[config.mk]
export PLATFORM = sky130hd
export DESIGN_NAME = spm_port
export DESIGN_NICKNAME = d
export VERILOG_FILES = /design/src/include/spm_pkg.sv /design/src/rtl/spm_buf2.sv /design/src/rtl/spm_port.sv
export SDC_FILE = /design/constraint.sdc
export NUM_CORES = 1
export LEC_CHECK = 0
export ABC_AREA = 0
export BUFFER_PORTS_ARGS = -buffer_cell sky130_fd_sc_hd__clkbuf_2
export CELL_PAD_IN_SITES_DETAIL_PLACEMENT = 1
export CELL_PAD_IN_SITES_GLOBAL_PLACEMENT = 1
export CORE_MARGIN = 2
export CORE_UTILIZATION = 30
export CTS_CLUSTER_DIAMETER = 30
export DETAILED_ROUTE_END_ITERATION = 7
export GPL_TIMING_DRIVEN = 0
export PLACE_DENSITY = 0.7
export REMOVE_ABC_BUFFERS = 1
export SETUP_SLACK_MARGIN = 0.1
export SLEW_MARGIN = 20
export SYNTH_ARGS = -nofsm -noshare
export SYNTH_HDL_FRONTEND = slang
export SYNTH_HIERARCHICAL = 1
export SYNTH_SLANG_ARGS = --single-unit
[constraint.sdc]
create_clock -name clk_sys -period 3.6 [get_ports clk_sys]
set_input_delay 0.18 -clock clk_sys [delete_from_list [all_inputs] [get_ports clk_sys]]
set_output_delay 0.18 -clock clk_sys [all_outputs]
set_load 0.1 [all_outputs]
[src/include/spm_pkg.sv]
package spm_pkg;

    localparam int SPM_BITS = 8;
    localparam logic [4:0] SPM_LAST_EDGE = 5'h0f;
    localparam int SPM_BUF_DEPTH = 2;

    // sck half periods in clk_sys cycles, indexed by {rate_select_hi, rate_select_lo}
    localparam logic [6:0] SPM_HALF_DIV4 = 7'h02;
    localparam logic [6:0] SPM_HALF_DIV16 = 7'h08;
    localparam logic [6:0] SPM_HALF_DIV64 = 7'h20;
    localparam logic [6:0] SPM_HALF_DIV128 = 7'h40;

    localparam logic [7:0] SPM_DATA_RESET = 8'h00;

    typedef struct packed {
        logic xfer_irq_enable;
        logic port_enable;
        logic bit_order_select;
        logic master_select;
        logic clk_polarity;
        logic clk_phase;
        logic rate_select_hi;
        logic rate_select_lo;
        logic double_rate;
    } spm_ctrl_t;

    localparam spm_ctrl_t SPM_CTRL_RESET = '0;

    // user direction bits, 1 = output
    typedef struct packed {
        logic mosi;
        logic miso;
        logic sck;
        logic ss;
    } spm_dir_t;

    typedef struct packed {
        logic xfer_done_flag;
        logic write_collision_flag;
    } spm_status_t;

endpackage : spm_pkg

[src/rtl/spm_buf2.sv]
`timescale 1ns/1ps
module spm_buf2
    import spm_pkg::*;
(
    input wire logic clk_sys,
    input wire logic rst,
    input wire logic in_valid,
    output logic in_ready,
    input wire logic [SPM_BITS-1:0] in_data,
    output logic out_valid,
    input wire logic out_ready,
    output logic [SPM_BITS-1:0] out_data
);
    logic [SPM_BITS-1:0] tail;
    logic tail_full;

    // head register drives the outputs straight from flops; tail catches a word while the head stalls
    wire push = in_valid & in_ready;
    wire pop = out_valid & out_ready;
    wire head_free = pop | ~out_valid;

    assign in_ready = ~tail_full;

    always_ff @(posedge clk_sys)
    begin
        if (head_free)
        begin
            out_data <= tail_full ? tail : in_data;
        end
        if (push && !head_free)
        begin
            tail <= in_data;
        end
    end

    always_ff @(posedge clk_sys)
    begin
        if (rst)
        begin
            out_valid <= 1'b0;
            tail_full <= 1'b0;
        end
        else if (head_free)
        begin
            out_valid <= tail_full | push;
            tail_full <= 1'b0;
        end
        else if (push)
        begin
            tail_full <= 1'b1;
        end
    end

endmodule : spm_buf2

[src/rtl/spm_port.sv]
// Overview of operation
// - master data write shifts eight bits out
// - master stops clock, sets done, may interrupt
// - master never drives select automatically
// - software drives select low by gpio, high after each packet
// - mosi master-to-slave, miso slave-to-master, simultaneously
// - slave deselected: miso released, sck ignored
// - deselected slave accepts data writes for next transfer
// - slave byte complete sets done, may interrupt
// - each received byte held until next completes
// - single transmit buffer, separate receive buffer
// - enabled port overrides pin directions per mode
// - slave selected drives miso only if configured
// - slave deselect resets counter, drops partial byte
// - master output select is plain gpio
// - master input select low falls back to slave
// - fallback sets done, interrupt needs both enables
// - order bit: set lsb first, clear msb first
// - polarity sets idle level, phase sets sample edge
// - rate bits and double rate divide sck
// - collision flag; status read then data clears
`timescale 1ns/1ps
module spm_port
    import spm_pkg::*;
(
    input wire logic clk_sys,
    input wire logic rst,
    input wire logic ctrl_wr,
    input wire spm_ctrl_t ctrl_wdata,
    output spm_ctrl_t ctrl_rdata,
    input wire spm_dir_t pin_dir,
    input wire logic ss_gpio_value,
    input wire logic global_irq_enable,
    input wire logic irq_ack,
    input wire logic stat_rd,
    output spm_status_t stat_rdata,
    input wire logic data_wr,
    input wire logic [SPM_BITS-1:0] data_wdata,
    input wire logic data_rd,
    output logic [SPM_BITS-1:0] data_rdata,
    output logic irq,
    output logic rx_valid,
    input wire logic rx_ready,
    output logic [SPM_BITS-1:0] rx_data,
    input wire logic mosi_in,
    output logic mosi_out,
    output logic mosi_oe,
    input wire logic miso_in,
    output logic miso_out,
    output logic miso_oe,
    input wire logic sck_in,
    output logic sck_out,
    output logic sck_oe,
    input wire logic ss_in,
    output logic ss_out,
    output logic ss_oe
);
    spm_ctrl_t ctrl;
    logic ss_s1;
    logic ss_s2;
    logic sck_s1;
    logic sck_s2;
    logic sck_prev;
    logic mi_s1;
    logic mi_s2;
    logic mo_s1;
    logic mo_s2;
    logic [SPM_BITS-1:0] shift_data_reg;
    logic [SPM_BITS-1:0] rx_hold;
    logic out_bit;
    logic [4:0] edge_cnt;
    logic m_busy;
    logic m_pend;
    logic [6:0] div_cnt;
    logic [2:0] m_samp_d;
    logic [2:0] m_end_d;
    logic [SPM_BITS-1:0] m_rx_sr;
    logic sck_q;
    logic done_q;
    logic write_collision_flag_q;
    logic clr_arm;
    logic buf_ready;
    logic buf_valid;
    logic [SPM_BITS-1:0] buf_data;

    // two-flop synchronisers on every pin that enters the clk_sys domain
    always_ff @(posedge clk_sys)
    begin
        if (rst)
        begin
            ss_s1 <= 1'b1;
            ss_s2 <= 1'b1;
            sck_s1 <= 1'b0;
            sck_s2 <= 1'b0;
            sck_prev <= 1'b0;
            mi_s1 <= 1'b0;
            mi_s2 <= 1'b0;
            mo_s1 <= 1'b0;
            mo_s2 <= 1'b0;
        end
        else
        begin
            ss_s1 <= ss_in;
            ss_s2 <= ss_s1;
            sck_s1 <= sck_in;
            sck_s2 <= sck_s1;
            sck_prev <= sck_s2;
            mi_s1 <= miso_in;
            mi_s2 <= mi_s1;
            mo_s1 <= mosi_in;
            mo_s2 <= mo_s1;
        end
    end

    wire is_master_select = ctrl.port_enable & ctrl.master_select;
    wire is_slv = ctrl.port_enable & ~ctrl.master_select;
    wire slv_sel = is_slv & ~ss_s2;
    // select as input pulled low while master: another master owns the bus
    wire mode_fault = is_master_select & ~pin_dir.ss & ~ss_s2;

    wire [1:0] rate = {ctrl.rate_select_hi, ctrl.rate_select_lo};
    wire [6:0] half_norm = (rate == 2'h0) ? SPM_HALF_DIV4 :
                           (rate == 2'h1) ? SPM_HALF_DIV16 :
                           (rate == 2'h2) ? SPM_HALF_DIV64 : SPM_HALF_DIV128;
    wire [6:0] half = ctrl.double_rate ? (half_norm >> 1) : half_norm;
    wire tick = m_busy & (div_cnt == half - 7'h01);

    // external sck is only seen through the synchroniser, hence the quarter-rate limit
    wire s_edge = slv_sel & (sck_s2 != sck_prev);
    wire any_edge = is_master_select ? tick : s_edge;
    wire lead = is_master_select ? (sck_q == ctrl.clk_polarity) : (sck_s2 != ctrl.clk_polarity);
    wire samp_edge = any_edge & (lead ^ ctrl.clk_phase);
    wire setup_edge = any_edge & ~(lead ^ ctrl.clk_phase);
    wire last_edge = any_edge & (edge_cnt == SPM_LAST_EDGE);

    wire rx_bit = is_master_select ? mi_s2 : mo_s2;
    wire first_bit = ctrl.bit_order_select ? shift_data_reg[0] : shift_data_reg[SPM_BITS-1];
    wire [SPM_BITS-1:0] sr_shift = ctrl.bit_order_select ?
        {rx_bit, shift_data_reg[SPM_BITS-1:1]} :
        {shift_data_reg[SPM_BITS-2:0], rx_bit};
    // master miso returns through the synchroniser three cycles after our sck edge, so capture waits as long
    wire m_samp = m_samp_d[2];
    wire m_fin = m_end_d[2];
    wire [SPM_BITS-1:0] m_rx_shift = ctrl.bit_order_select ?
        {mi_s2, m_rx_sr[SPM_BITS-1:1]} :
        {m_rx_sr[SPM_BITS-2:0], mi_s2};
    wire [SPM_BITS-1:0] m_rx_byte = m_samp ? m_rx_shift : m_rx_sr;
    wire [SPM_BITS-1:0] rx_byte = is_master_select ? m_rx_byte : (samp_edge ? sr_shift : shift_data_reg);
    wire byte_end = is_master_select ? m_fin : last_edge;

    wire shifting = m_busy | m_pend | (m_end_d != 3'h0) | (slv_sel & (edge_cnt != 5'h00));
    wire wr_ok = data_wr & ~shifting;
    wire wr_coll = data_wr & shifting;
    wire m_start = m_pend & buf_ready & ~mode_fault;
    wire done_set = byte_end | mode_fault;
    wire flag_clr = clr_arm & (data_rd | data_wr);

    wire next_mosi_oe = is_master_select ? pin_dir.mosi : (is_slv ? 1'b0 : pin_dir.mosi);
    wire next_sck_oe = is_master_select ? pin_dir.sck : (is_slv ? 1'b0 : pin_dir.sck);
    wire next_ss_oe = is_master_select ? pin_dir.ss : (is_slv ? 1'b0 : pin_dir.ss);
    wire next_miso_oe = is_master_select ? 1'b0 : (is_slv ? (pin_dir.miso & ~ss_s2) : pin_dir.miso);

    // control register; hardware clear on mode fault beats a same-cycle write
    always_ff @(posedge clk_sys)
    begin
        if (rst)
        begin
            ctrl <= SPM_CTRL_RESET;
        end
        else
        begin
            if (ctrl_wr)
            begin
                ctrl <= ctrl_wdata;
            end
            if (mode_fault)
            begin
                ctrl.master_select <= 1'b0;
            end
        end
    end

    // master start and sck generation
    always_ff @(posedge clk_sys)
    begin
        if (rst || !is_master_select || mode_fault)
        begin
            m_pend <= 1'b0;
            m_busy <= 1'b0;
            div_cnt <= 7'h00;
            sck_q <= ctrl.clk_polarity;
            m_samp_d <= 3'h0;
            m_end_d <= 3'h0;
            m_rx_sr <= SPM_DATA_RESET;
        end
        else
        begin
            m_samp_d <= {m_samp_d[1:0], samp_edge};
            m_end_d <= {m_end_d[1:0], last_edge};
            m_rx_sr <= m_rx_byte;
            if (wr_ok)
            begin
                m_pend <= 1'b1;
            end
            else if (m_start)
            begin
                m_pend <= 1'b0;
            end
            if (m_start)
            begin
                m_busy <= 1'b1;
                div_cnt <= 7'h00;
            end
            else if (last_edge)
            begin
                m_busy <= 1'b0;
                div_cnt <= 7'h00;
            end
            else if (tick)
            begin
                div_cnt <= 7'h00;
            end
            else if (m_busy)
            begin
                div_cnt <= div_cnt + 7'h01;
            end
            if (tick)
            begin
                sck_q <= ~sck_q;
            end
            else if (!m_busy)
            begin
                sck_q <= ctrl.clk_polarity;
            end
        end
    end

    // shared shift engine for both modes
    always_ff @(posedge clk_sys)
    begin
        if (rst)
        begin
            shift_data_reg <= SPM_DATA_RESET;
            edge_cnt <= 5'h00;
            out_bit <= 1'b0;
        end
        else
        begin
            if (wr_ok)
            begin
                shift_data_reg <= data_wdata;
            end
            else if (samp_edge)
            begin
                shift_data_reg <= sr_shift;
            end
            if ((is_slv && ss_s2) || !ctrl.port_enable || mode_fault || last_edge)
            begin
                edge_cnt <= 5'h00;
            end
            else if (any_edge)
            begin
                edge_cnt <= edge_cnt + 5'h01;
            end
            if (setup_edge || (!m_busy && !any_edge && !(slv_sel && edge_cnt != 5'h00)) || (is_slv && ss_s2))
            begin
                out_bit <= first_bit;
            end
        end
    end

    // receive hold register and status flags
    always_ff @(posedge clk_sys)
    begin
        if (rst)
        begin
            rx_hold <= SPM_DATA_RESET;
            done_q <= 1'b0;
            write_collision_flag_q <= 1'b0;
            clr_arm <= 1'b0;
            irq <= 1'b0;
        end
        else
        begin
            if (byte_end)
            begin
                rx_hold <= rx_byte;
            end
            if (done_set)
            begin
                done_q <= 1'b1;
            end
            else if (flag_clr || irq_ack)
            begin
                done_q <= 1'b0;
            end
            if (wr_coll)
            begin
                write_collision_flag_q <= 1'b1;
            end
            else if (flag_clr)
            begin
                write_collision_flag_q <= 1'b0;
            end
            if (stat_rd)
            begin
                clr_arm <= done_q | write_collision_flag_q;
            end
            else if (data_rd || data_wr)
            begin
                clr_arm <= 1'b0;
            end
            irq <= (done_q | done_set) & ~irq_ack & ctrl.xfer_irq_enable & global_irq_enable;
        end
    end

    // registered pin drivers
    always_ff @(posedge clk_sys)
    begin
        if (rst)
        begin
            mosi_out <= 1'b0;
            miso_out <= 1'b0;
            sck_out <= 1'b0;
            ss_out <= 1'b1;
            mosi_oe <= 1'b0;
            miso_oe <= 1'b0;
            sck_oe <= 1'b0;
            ss_oe <= 1'b0;
        end
        else
        begin
            mosi_out <= out_bit;
            miso_out <= out_bit;
            sck_out <= sck_q;
            ss_out <= ss_gpio_value;
            mosi_oe <= next_mosi_oe;
            miso_oe <= next_miso_oe;
            sck_oe <= next_sck_oe;
            ss_oe <= next_ss_oe;
        end
    end

    assign ctrl_rdata = ctrl;
    assign stat_rdata = '{xfer_done_flag: done_q, write_collision_flag: write_collision_flag_q};
    assign data_rdata = rx_hold;

    // received bytes also stream out; a full buffer holds off the next master start
    spm_buf2 u_rx_buf (
        .clk_sys(clk_sys),
        .rst(rst),
        .in_valid(byte_end),
        .in_ready(buf_ready),
        .in_data(rx_byte),
        .out_valid(buf_valid),
        .out_ready(rx_ready),
        .out_data(buf_data)
    );

    assign rx_valid = buf_valid;
    assign rx_data = buf_data;

endmodule : spm_port

==> flow_summary.ini <==
[logic_synthesis]
yosys.area.top_type = dfxtp_1
synth_async_sr_flop_share_pct = 0
syn_area_um2 = 4194
yosysMostFrequentCell = dfxtp_1
ys.flop_type = dfxtp_1
ys_top_cells_by_count = dfxtp_1 (76), nor2_1 (44), nand2_1 (39)
synth_top_area_share_pct = 36.28
yosysSeqAreaShare_pct = 48.45
synth_edf_count = 17
synth_cell_types = 59
ys_top_cells_by_area = dfxtp_1 (36%), edfxtp_1 (12%), mux2i_1 (8.1%)
netlist_instances = 419
synth_warnings = 6
ys_seq_elements = 93
avgSynthCellArea_um2 = 10.01

[floorplan]
fp.dieH_um = 122.2
initial_core_util_pct = 30.45
core_area_um2 = 13770
die-area_um2 = 14940
rows = 43
dieWidth_um = 122.2
ioPinCount = 72

[setup_path]
cp.required_ns = 3.69
critPathKind = reg -> reg
cp_max_fo = 13
worstSetupEndpointType = flip-flop
worst_ep_arrival_time_ns = 3.49
cp-start-kind = flip-flop

[global_route]
use_met3_pct = 3.020
met1_usage_pct = 19.15
grt_pass1_wl_mm = 16.54
antenna_found_initial = 0
use_met2_pct = 22.12
top_usage_layer = met2
grt_use_total_pct = 13.88
grt_max_degree = 41
overflow = 0
grt_pass1_vias = 3303

[cts]
cts_buffer_depth = 2
cts_tree = built
cts.sinks = 93
clk_pin_slew_ns = 0.06
cts_buffers = 9
cts_root_buf = clkbuf_16
clk-insertion-delay-late_ns = 0.34
cts_htree_levels = 3
cts-hold-fix-buffers = 0

[route]
first_pass_iters = 5
vias = 3260
drc_errors = 0
routed_wl_mm = 10.02
routedWlPerCell_um = 15.08
viasPerCell = 4.910
ant_nets = 0
drt_iter0_drc = 99

[timing]
drv_slew = 0
fin_crit_sh_pct = 94.61
min_period_ns = 3.406
final-hold-violation-count = 0
rsz0062_at_grt = true
max_slew_margin_pct = 34.54
finalClockSkew_ns = 0.008290
tightest_slew_ns = 0.9806
fin_setup_tns_ns = 0
setup_violations = 0
max_freq_ghz = 0.2936

[placement]
dp.cells = 646
io_buffers = 71
place_congestion = 0.7699
hpwl_mm = 7.594
placed_cell_area_um2 = 4647

[cells_and_area]
diodes = 0
final_area_um2 = 5025
n_fill_cell = 1591
areaGrowthSynthToFinish_pct = 19.81
final_cells = 664
largest_reg_flops = 9
drive_gt1_share_pct = 27.27
multi_input_area_um2 = 2063
regArea_um2 = 2036
fin_nets = 519

[pwr]
p_per_area_nw_per_um2 = 459.1
irDropWorstVdd_mv = 0.3591
power.leakage_nw = 1.935

[worst_hold_path]
worst_hold_path_type = in -> reg

[job]
drv_cap = 0

[status]
status = finished, final reports clean
==> area by class of cell <==
type | count | area share, %
Inverter | 9 | 0.6723
Multi-Input combinational cell | 293 | 41.06
Sequential cell | 93 | 40.51
Timing Repair Buffer | 73 | 7.620
Clock buffer | 10 | 4.557
Clock inverter | 6 | 1.096
Tap cell | 180 | 4.482
==> through the flow <==
stage / hold WS, ns / power [mW] / util, % / setup slack, ns
final: 0.02778 / 2.307 / 36.48 / 0.1942
after global routing: 0.01659 / 2.404 / 36.48 / 0.06534
after CTS: 0.01491 / 2.334 / 36.33 / 0.1466
after detailed placement: 0.3696 / 1.417 / 33.74 / -0.6450
after global placement: 0.3630 / 1.410 / 33.74 / -0.5126
after floorplan: 0.2491 / 1.342 / - / -0.5725
==> metal layers <==
metal / vias to the layer above / wire length, um / part of all wire [%]
met3: 7 / 409 / 4.1
met1: 1590 / 4984 / 50
li1: 1586 / - / -
met5: - / 0 / 0
met2: 77 / 4522 / 45
met4: 0 / 100 / 1.0
==> cells by family after synthesis <==
kind of cell               Yosys count  synth area share, %
and+or+nand+nor                    157                19.45
xor gates and xnor gates            13                2.715
buffers and inverters               33                3.848
DFF                                 93                48.45
AOI/OAI and AO/OA                   67                10.65
muxes                               51                13.40
adders and majority gates            5                1.492
==> what timing repair did <==
action | 4_1_cts | 5_1_grt
gates resized for setup | 12 | 3
endpoints found under the setup margin | 33 | 7
pin swaps | 1 | 1
buffers inserted | 2 | 0
==> cell usage in the layout, fill, tap and decap left out, drive strengths merged, types with 2 or more instances in the layout <==
cell / count
clkbuf: 81
dfxtp: 76
nor2: 45
nand2: 39
mux2i: 34
o21ai: 25
a21oi: 18
edfxtp: 17
mux2: 17
and2: 11
nor2b: 10
inv: 9
nand3: 9
xnor2: 8
nor3: 8
or3: 6
o221ai: 6
xor2: 5
or2: 5
ha: 5
a31oi: 4
nand2b: 4
clkinv: 4
nand4bb: 3
nand3b: 2
a22oi: 2
and3: 2
nand4: 2
nor4: 2
o41ai: 2
and3b: 2
or4: 2
o211ai: 2
buf: 2
==> critical path, cell delays in order, from the launching register on <==
cell and delay, ns:
dfxtp_2 0.39, or3_1 0.39, ha_2 0.23, or2_1 0.26, o211ai_2 0.19, and4b_4 0.30
o2111ai_4 0.13, o31ai_4 0.27, buf_12 0.19, mux2i_1 0.30, mux2i_1 0.19, mux2_4 0.31
==> power by group <==
| part | switching, mW | internal (mW) |
|---|---|---|
| clock | 0.375 | 0.531 |
| combinational | 0.200 | 0.0844 |
| sequential | 0.0298 | 1.09 |
| total | 0.605 | 1.70 |
==> path summary, 6_finish.rpt <==
kind,slack (ns),cells past startpoint,start,endpoint
max reg2reg,0.19,11,ctrl_rdata[0],u_rx_buf/out_data[2]
min reg2reg,0.41,1,ss_s1,ss_s2
max,0.19,11,ctrl_rdata[0],u_rx_buf/out_data[2]
min,0.03,2,ss_in,ss_s1
(Power assumes the default switching activity.)
